## src/dps_pkg.sv

```systemverilog
package dps_pkg;

	// ****************************************
	// Protection states
	// ****************************************
	typedef enum logic [3:0] {
		DPS_BOOT      = 4'h1,
		DPS_OPEN      = 4'h2,
		DPS_PROTECTED = 4'h4,
		DPS_KILL      = 4'h8
	} dps_state_e;

	// Encoding of the stored / requested protection state
	localparam logic [1:0] DPS_CODE_OPEN      = 2'h0;
	localparam logic [1:0] DPS_CODE_PROTECTED = 2'h1;
	localparam logic [1:0] DPS_CODE_KILL      = 2'h2;

	// ****************************************
	// Sizes and reset values
	// ****************************************
	localparam int         DPS_ROWS      = 16;
	localparam int         DPS_ROW_W     = 4;
	localparam logic       DPS_DBG_RESET = 1'b1;
	localparam logic [1:0] DPS_ROW_UNPROT = 2'h0;

	// Row protection levels
	localparam logic DPS_LVL_UNPROT = 1'b0;
	localparam logic DPS_LVL_FULL   = 1'b1;

endpackage

```

## src/dps_row_guard.sv

```systemverilog
`timescale 1ns/1ps
module dps_row_guard
	import dps_pkg::*;
(
	input  wire logic                 clock_i,
	input  wire logic                 rst_n_i,
	input  wire logic                 load_i,
	input  wire logic [DPS_ROWS-1:0]  load_lvl_i,
	input  wire logic                 chip_erase_i,
	input  wire logic [DPS_ROWS-1:0]  erase_lvl_i,
	input  wire logic                 set_req_i,
	output logic                      set_rej_o,
	output logic [DPS_ROWS-1:0]       lvl_o
);

	// ****************************************
	// Row protection store
	// ****************************************
	typedef struct packed {
		logic [DPS_ROWS-1:0] lvl;
		logic                rej;
	} dps_rg_s;

	dps_rg_s st_q;
	dps_rg_s st_d;

	always_comb begin
		st_d     = st_q;
		st_d.rej = 1'b0;
		if (load_i) begin
			st_d.lvl = load_lvl_i;
		end else if (chip_erase_i) begin
			st_d.lvl = erase_lvl_i;
		end else if (set_req_i) begin
			st_d.rej = 1'b1;
		end
	end

	always_ff @(posedge clock_i or negedge rst_n_i) begin
		if (!rst_n_i) begin
			st_q <= '0;
		end else begin
			st_q <= st_d;
		end
	end

	assign lvl_o     = st_q.lvl;
	assign set_rej_o = st_q.rej;

endmodule

```

## src/dps_ctrl.sv

```systemverilog
`timescale 1ns/1ps
// Behaviour
// - After reset sit in startup state until stored state is loaded
// - Debug port stalled until the stored state is loaded
// - Startup state forces CPU privileged
// - Unrestricted state is default; user mode may program flash and debug
// - Unrestricted plus privileged code: debugger and user accesses restricted
// - Control writes change state; unrestricted to debug-locked or permanent-lock
// - Debug-locked denies debugger memory access, keeps most register access
// - Debug-locked returns to unrestricted only after full flash erase
// - Locked states block debugger access to flash programming registers
// - Permanent lock removes debugger memory access and refuses erase
// - Permanent lock is never left
// - Each flash row is unprotected or fully protected
// - Row levels change only on the startup load and during full flash erase
// - Unprotected rows allow reads and internal writes; external writes are blocked in locked states
// - Protected rows block all writes, allow all reads
// - Debug enabled after startup; only firmware may disable it
// - Privileged entry via non-maskable interrupt held during privileged run
module dps_ctrl
	import dps_pkg::*;
(
	input  wire logic                 clock_i,
	input  wire logic                 rst_n_i,
	input  wire logic                 sflash_valid_i,
	input  wire logic [1:0]           sflash_state_i,
	input  wire logic [DPS_ROWS-1:0]  sflash_rows_i,
	input  wire logic                 prot_wr_i,
	input  wire logic [1:0]           prot_wdata_i,
	input  wire logic                 erase_req_i,
	input  wire logic                 erase_done_i,
	input  wire logic [DPS_ROWS-1:0]  erase_rows_i,
	input  wire logic                 row_set_req_i,
	input  wire logic                 priv_req_i,
	input  wire logic                 priv_exit_i,
	input  wire logic                 cpu_user_i,
	input  wire logic                 fw_dbg_dis_i,
	input  wire logic                 dbg_req_i,
	input  wire logic                 dbg_mem_i,
	input  wire logic                 dbg_flash_reg_i,
	input  wire logic                 fl_wr_i,
	input  wire logic                 fl_ext_i,
	input  wire logic [DPS_ROW_W-1:0] fl_row_i,
	output logic [3:0]                prot_state_o,
	output logic                      dap_stall_o,
	output logic                      dbg_grant_o,
	output logic                      dbg_deny_o,
	output logic                      dbg_en_o,
	output logic                      cpu_priv_o,
	output logic                      nmi_o,
	output logic                      user_restrict_o,
	output logic                      erase_grant_o,
	output logic                      erase_refuse_o,
	output logic                      fl_wr_grant_o,
	output logic                      fl_wr_block_o,
	output logic                      row_set_rej_o,
	output logic                      prot_wr_rej_o,
	output logic [DPS_ROWS-1:0]       row_lvl_o
);

	// ****************************************
	// State
	// ****************************************
	typedef struct packed {
		dps_state_e st;
		logic       dbg_en;
		logic       priv;
		logic       erased;
		logic       dbg_grant;
		logic       dbg_deny;
		logic       er_grant;
		logic       er_refuse;
		logic       wr_grant;
		logic       wr_block;
		logic       wr_rej;
	} dps_ctrl_s;

	dps_ctrl_s st_q;
	dps_ctrl_s st_d;

	logic [DPS_ROWS-1:0] lvl;
	logic                chip_erase;
	logic                set_rej;

	// Decoding of a stored or written state code, used twice
	function automatic dps_state_e dps_decode(input logic [1:0] code);
		case (code)
			DPS_CODE_PROTECTED: dps_decode = DPS_PROTECTED;
			DPS_CODE_KILL:      dps_decode = DPS_KILL;
			default:            dps_decode = DPS_OPEN;
		endcase
	endfunction

	// Erase completes only when not in permanent lock or startup state
	assign chip_erase = erase_done_i && (st_q.st != DPS_KILL) && (st_q.st != DPS_BOOT);

	// ****************************************
	// Next state
	// ****************************************
	always_comb begin
		logic locked;
		logic prot_row;
		st_d           = st_q;
		locked         = (st_q.st == DPS_PROTECTED) || (st_q.st == DPS_KILL);
		prot_row       = (lvl[fl_row_i] == DPS_LVL_FULL);
		st_d.dbg_grant = 1'b0;
		st_d.dbg_deny  = 1'b0;
		st_d.er_grant  = 1'b0;
		st_d.er_refuse = 1'b0;
		st_d.wr_grant  = 1'b0;
		st_d.wr_block  = 1'b0;
		st_d.wr_rej    = 1'b0;
		case (st_q.st)
			DPS_BOOT: begin
				st_d.priv = 1'b1;
				if (sflash_valid_i) begin
					st_d.st     = dps_decode(sflash_state_i);
					st_d.dbg_en = DPS_DBG_RESET;
					st_d.priv   = 1'b0;
				end
			end
			DPS_OPEN: begin
				if (prot_wr_i) begin
					if (prot_wdata_i == DPS_CODE_PROTECTED || prot_wdata_i == DPS_CODE_KILL) begin
						st_d.st = dps_decode(prot_wdata_i);
					end else if (prot_wdata_i != DPS_CODE_OPEN) begin
						st_d.wr_rej = 1'b1;
					end
				end
			end
			DPS_PROTECTED: begin
				if (chip_erase) begin
					st_d.erased = 1'b1;
				end
				if (prot_wr_i) begin
					if (prot_wdata_i == DPS_CODE_OPEN && (st_q.erased || chip_erase)) begin
						st_d.st     = DPS_OPEN;
						st_d.erased = 1'b0;
					end else if (prot_wdata_i != DPS_CODE_PROTECTED) begin
						st_d.wr_rej = 1'b1;
					end
				end
			end
			DPS_KILL: begin
				st_d.wr_rej = prot_wr_i && (prot_wdata_i != DPS_CODE_KILL);
			end
			default: begin
				st_d.st = DPS_BOOT;
			end
		endcase

		// Privilege held through NMI; only explicit exit leaves it
		if (st_q.st != DPS_BOOT) begin
			if (priv_req_i) begin
				st_d.priv = 1'b1;
			end else if (priv_exit_i) begin
				st_d.priv = 1'b0;
			end
		end

		// Firmware disable is one-way until the next reset
		if (st_q.st != DPS_BOOT && fw_dbg_dis_i && !cpu_user_i) begin
			st_d.dbg_en = 1'b0;
		end

		// Debug access decision; none while stalled
		if (dbg_req_i && st_q.st != DPS_BOOT) begin
			if (!st_q.dbg_en || st_q.priv) begin
				st_d.dbg_deny = 1'b1;
			end else if (locked && (dbg_mem_i || dbg_flash_reg_i)) begin
				st_d.dbg_deny = 1'b1;
			end else begin
				st_d.dbg_grant = 1'b1;
			end
		end

		// Erase requests
		if (erase_req_i) begin
			if (st_q.st == DPS_KILL || st_q.st == DPS_BOOT) begin
				st_d.er_refuse = 1'b1;
			end else begin
				st_d.er_grant = 1'b1;
			end
		end

		// Flash row writes
		if (fl_wr_i) begin
			if (prot_row || st_q.st == DPS_BOOT) begin
				st_d.wr_block = 1'b1;
			end else if (fl_ext_i && locked) begin
				st_d.wr_block = 1'b1;
			end else begin
				st_d.wr_grant = 1'b1;
			end
		end
	end

	always_ff @(posedge clock_i or negedge rst_n_i) begin
		if (!rst_n_i) begin
			st_q           <= '0;
			st_q.st        <= DPS_BOOT;
			st_q.dbg_en    <= DPS_DBG_RESET;
			st_q.priv      <= 1'b1;
		end else begin
			st_q <= st_d;
		end
	end

	// ****************************************
	// Row protection
	// ****************************************
	dps_row_guard u_rows (
		.clock_i      (clock_i),
		.rst_n_i      (rst_n_i),
		.load_i       (st_q.st == DPS_BOOT && sflash_valid_i),
		.load_lvl_i   (sflash_rows_i),
		.chip_erase_i (chip_erase),
		.erase_lvl_i  (erase_rows_i),
		.set_req_i    (row_set_req_i),
		.set_rej_o    (set_rej),
		.lvl_o        (lvl)
	);

	// ****************************************
	// Outputs
	// ****************************************
	assign prot_state_o    = st_q.st;
	assign dap_stall_o     = (st_q.st == DPS_BOOT);
	assign dbg_grant_o     = st_q.dbg_grant;
	assign dbg_deny_o      = st_q.dbg_deny;
	assign dbg_en_o        = st_q.dbg_en;
	assign cpu_priv_o      = st_q.priv;
	assign nmi_o           = st_q.priv;
	assign user_restrict_o = st_q.priv;
	assign erase_grant_o   = st_q.er_grant;
	assign erase_refuse_o  = st_q.er_refuse;
	assign fl_wr_grant_o   = st_q.wr_grant;
	assign fl_wr_block_o   = st_q.wr_block;
	assign row_set_rej_o   = set_rej;
	assign prot_wr_rej_o   = st_q.wr_rej;
	assign row_lvl_o       = lvl;

endmodule

```

## config.mk

```make
export PLATFORM = sky130hd
export DESIGN_NAME = dps_ctrl
export DESIGN_NICKNAME = d
export VERILOG_FILES = /design/src/dps_pkg.sv /design/src/dps_row_guard.sv /design/src/dps_ctrl.sv
export SDC_FILE = /design/constraint.sdc
export NUM_CORES = 1
export LEC_CHECK = 0
export BUFFER_PORTS_ARGS = -buffer_cell sky130_fd_sc_hd__buf_2
export CAP_MARGIN = 10
export CORE_UTILIZATION = 47
export DETAILED_ROUTE_END_ITERATION = 10
export PLACE_DENSITY_LB_ADDON = 0.1
export SYNTH_ARGS = -nofsm -noshare
export SYNTH_HDL_FRONTEND = slang
export SYNTH_SLANG_ARGS = --single-unit
```

## constraint.sdc

```tcl
create_clock -name clock_i -period 2.36 [get_ports clock_i]
set_input_delay 0.236 -clock clock_i [delete_from_list [all_inputs] [get_ports clock_i]]
set_output_delay 0.236 -clock clock_i [all_outputs]
set_load 0.1 [all_outputs]
```

# After elaboration in Yosys (flattened, before gate mapping)
# Cells that the tools add are included.
# W data, S select, Z words.
# word_totals
ff_bits	31
inputBits	56
out_inout_bits	33
wordCells	101
# op_classes
order_cmp	1
eq_ne	17
muxes	43
n_bitwise	1
n_reduce_logical	26
# op_table
operator	n
$mux W16	2
$mux W1	27
$mux W4	4
$pmux W4 S2	2
$pmux W4 S4	1
$logic_and A1 B1 Y1	10
$ne A2 B2 Y1 const B	5
$mux W2	4
$reduce_bool A2 Y1	4
$logic_or A1 B1 Y1	7
$mux W6	1
$reduce_and A6 Y1	1
$lt A4 B5 Y1 const B	1
$bmux W1 S4	1
$eq A2 B1 Y1 const B	2
$eq A2 B2 Y1 const B	2
$eq A4 B1 Y1 const B	1
$eq A4 B2 Y1 const B	1
$eq A4 B3 Y1 const B	1
$eq A4 B4 Y1 const B	1
$ne A2 B1 Y1 const B	2
$ne A4 B1 Y1 const B	1
$ne A4 B4 Y1 const B	1
$pmux W1 S3	1
4 further kinds	5

# Logic depth before layout (Yosys ltp)
# depth
word_depth	8
depth_mapped	6
depth_no_buf	6

# Cells and area by module
# From an unflattened synthesis, not the netlist that was laid out.
# hier_totals
cells_unflattened	184
hier_area_um2	1843.0
# modules_own_cells
mod	instances	cells_each	area_each_um2	seq_area_each_um2
dps_ctrl	1	113	1064.8	354.1
dps_row_guard	1	71	778.2	425.4

# Least setup slack after synthesis
# Ideal clock, no wire load.
# synth_timing
path_type	register to register
from	reg st_q, in the netlist prot_state_o[0]
to	reg u_rows.st_q, in the netlist u_rows.lvl_o[10]
setup_time_ns	0.126
arrival_time_ns	2.742
t_required_ns	2.234
path_slack_ns	-0.508
stages_incl_launch_ff	6
n_path_buf	1
synth_period_minus_slack_ns	2.868
path_cell_list	dfstp_2 > nor4b_4 > and2_1 > buf_2 > mux2_2 > mux2_4
# synth_via
elab_cells_between_ends	8
classes_between	eq/ne: 3; mux: 1; reduce/logical: 4
# synth_lines
item	line_no	source
from (decl)	dps_ctrl.sv:78	dps_ctrl_s st_q;
from (signal assigned)	dps_ctrl.sv:205	st_q <= st_d;
$eq A4 B1 Y1 *	-	
net dap_stall_o	dps_ctrl.sv:45	output logic dap_stall_o,
$logic_and A1 B1 Y1 *	dps_ctrl.sv:215	.load_i (st_q.st == DPS_BOOT && sflash_valid_i),
$mux W16 or $reduce_bool A2 Y1 (tied branches)	-	
to (signal assigned)	dps_row_guard.sv:43	st_q <= st_d;
to (decl)	dps_row_guard.sv:24	dps_rg_s st_q;
# The timed path passes the listed nets; every way through them passes the cells marked *.
# A chain may end at the register's enable or synchronous reset.

# Worst setup path in the final report
# layout_timing
from	reg st_q, in the netlist prot_state_o[0]
to	reg u_rows.st_q, in the netlist u_rows.lvl_o[12]
# layout_via
elab_chain_len	4
elab_cells_between_ends	8
classes_between	eq/ne: 3; mux: 1; reduce/logical: 4
# layout_rtl
item	line_no	source
$ne A4 B4 Y1	dps_ctrl.sv:95	assign chip_erase = erase_done_i && (st_q.st != DPS_KILL) && (st_q.st != DPS_BOOT);
$logic_and A1 B1 Y1 (2 in a row)	dps_ctrl.sv:95	
$reduce_bool A2 Y1 (no line)	-	
# Parallel ways exist; a longest one is shown, timed or not.

==> run metrics <==
Yosys warning count=0; H-tree depth=2; DP Worst Slack=0.289 ns; setup bufs post-CTS=0; Max-Cap Viols=0; initial DRC count=44; antenna violations before repair=0; clock sink total=31; number of port buffers=88; Crit path required time=2.52 ns; commonest cells after routing, fill and taps aside=buf_2, mux2_4, dfrtp_1; Synth Area in Simple Gates=0.133; Relative slew margins=0.537; Core Box Area=4000 um2; fmax=0.476 GHz; Top delay family on crit path=simple AND/OR/NAND/NOR gates; clock latency on the worst-skew pair=0.28 ns; Distinct cells, synth=42; first-pass GRT wire length=6.76 mm; drt first pass iters=6; Die Y-Extent=66.6 um; top_reg_cell synth=dfrtp_1; clock-pin slew on the worst setup and hold paths=0.07 ns; # setup viols final=0; wire per inst=14.1 um; vias in the first global route=1453; Critical Path AT=2.26 ns; GP Congestion=0.795; mux contribution to synthesized area=0.261; Net count, final=319; status=finished clean; flops & latches, synth=31; Final Hold Viols=0; Slew @ Worst Pin=0.695 ns; synthesized net count=233; fraction of registers with async set/reset=1.00; post-synthesis adder-cell area fraction=0.0447; fin. max-slew vios=0; Max clock buf depth=2; CP endpoint kind=flip-flop; synthesized area=1960 um2; RSZ-0062 raised after global routing=false; Routed Antenna Nets=0; Die ar.=4430 um2; post-DP HPWL=3.27 mm; grt ovf=0; row count=23; CTS tree=yes; Worst R2R Start=prot_state_o[0]; drt total wl=4.32 mm; Die W=66.6 um; DR vias=1593; post-cts resize count=0; antenna cells=0; Clock Skew=0.00708 ns; WP buf/inv=1; number of synthesized flops with an enable pin=0; final setup TNS=0 ns; critical path startpoint=prot_state_o[0]; Synth Area in XOR/XNOR=0.0179; final worst setup slack=0.261 ns; Starting Density=0.490; CTS buffer count=5; compound-cell area share of the yosys netlist=0.0728; most common cell after layout, fill and taps aside=buf_2; Worst Path Max Fanout=17; Critical Path Slowest Stage Cell=dfstp_2; largest family of logic cells by synthesized area=multiplexers; I/O pin count=89; GRT Overall Usage=0.206; kind of critical path=reg2reg; syn avg cell area=11.5 um2; Syn-to-layout area delta=33.6%; CP cell instances=nor4b_4 > and2_4 > a21o_1 > buf_4 > mux2_4; share of post-route cells with drive strength above 1=0.568; Root Buffer=clkbuf_8; drt via density=5.19; Final Critical Period=2.10 ns; startpoint types=flip-flop; DRC Markers=0; Cells after Synth=170; Hold Crit Class=in2async; register area share after synthesis=0.398; part of the cycle the worst path needs=0.889; CP max stage delay=0.54 ns; hold-fix buffers at CTS=0; largest net degree at the start of global routing=32
[routing by layer]
metal  vias up  track usage  share of wire
met5         -            0              0
met4         0       0.0745         0.0090
met3         7       0.0428          0.057
met2        60        0.324           0.49
met1       754        0.276           0.44
li1        772            -              -
[cells by family after synthesis]
| group | count (synthesis) |
|---|---|
| AOI/OAI and AO/OA | 21 |
| xor gates and xnor gates | 4 |
| adders and majority gates | 7 |
| buffers and inverters | 24 |
| DFF | 31 |
| muxes | 41 |
| and+or+nand+nor | 42 |
[flip-flops by register name, summed over array words and instances (netlist names)]
signal,cells
u_rows.lvl_o,16
prot_state_o,4
cpu_priv_o,1
dbg_deny_o,1
dbg_en_o,1
dbg_grant_o,1
erase_grant_o,1
erase_refuse_o,1
fl_wr_block_o,1
fl_wr_grant_o,1
prot_wr_rej_o,1
st_q,1
u_rows.set_rej_o,1
[synth_stat cells, types with 4 or more instances]
master | count | area share
nor3b_1 | 4 | 0.015
o21ai_0 | 5 | 0.013
mux2_4 | 9 | 0.069
ha_1 | 7 | 0.045
a31oi_1 | 4 | 0.013
nor2_1 | 11 | 0.021
buf_4 | 8 | 0.031
mux2_2 | 25 | 0.14
nand2_1 | 5 | 0.0096
dfrtp_1 | 28 | 0.36
inv_1 | 9 | 0.017
mux2i_1 | 5 | 0.026
[per-stage QoR]
stage	hold WS (ns)	std cells	cell area, um2	util
3_3_place_gp	0.326	299	2500	0.625
3_5_place_dp	0.326	299	2500	0.625
5_1_grt	0.0461	307	2620	0.655
2_1_floorplan	-0.0596	170	2060	-
6_report	0.00125	307	2620	0.655
4_1_cts	0.0157	307	2620	0.655
[area by class of cell]
type                            count  area [um2]
Clock buffer                        6        82.6
Clock inverter                      2        35.0
Fill cell                         343        1380
Inverter                            9        33.8
Multi-Input combinational cell    115        1130
Sequential cell                    31         779
Tap cell                           50        62.6
Timing Repair Buffer               94         498
[worst reg2reg max path, cell delays in order, from the launching register on]
cell	delay [ns]
dfstp_2	0.54
nor4b_4	0.29
and2_4	0.39
a21o_1	0.12
buf_4	0.30
mux2_4	0.34
[worst paths after layout]
check,end,slack [ns],cells past startpoint
min in group clock_i,u_rows.set_rej_o,0.16,3
max in group asynchronous,u_rows.lvl_o[5],1.91,1
max reg2reg,u_rows.lvl_o[12],0.26,5
max,u_rows.lvl_o[12],0.26,5
min reg2reg,dbg_en_o,0.53,1
min,erase_refuse_o,0.001,1
Power is not shown: default switching activity piles up to over one toggle a cycle in this logic, so the estimate is an artifact.
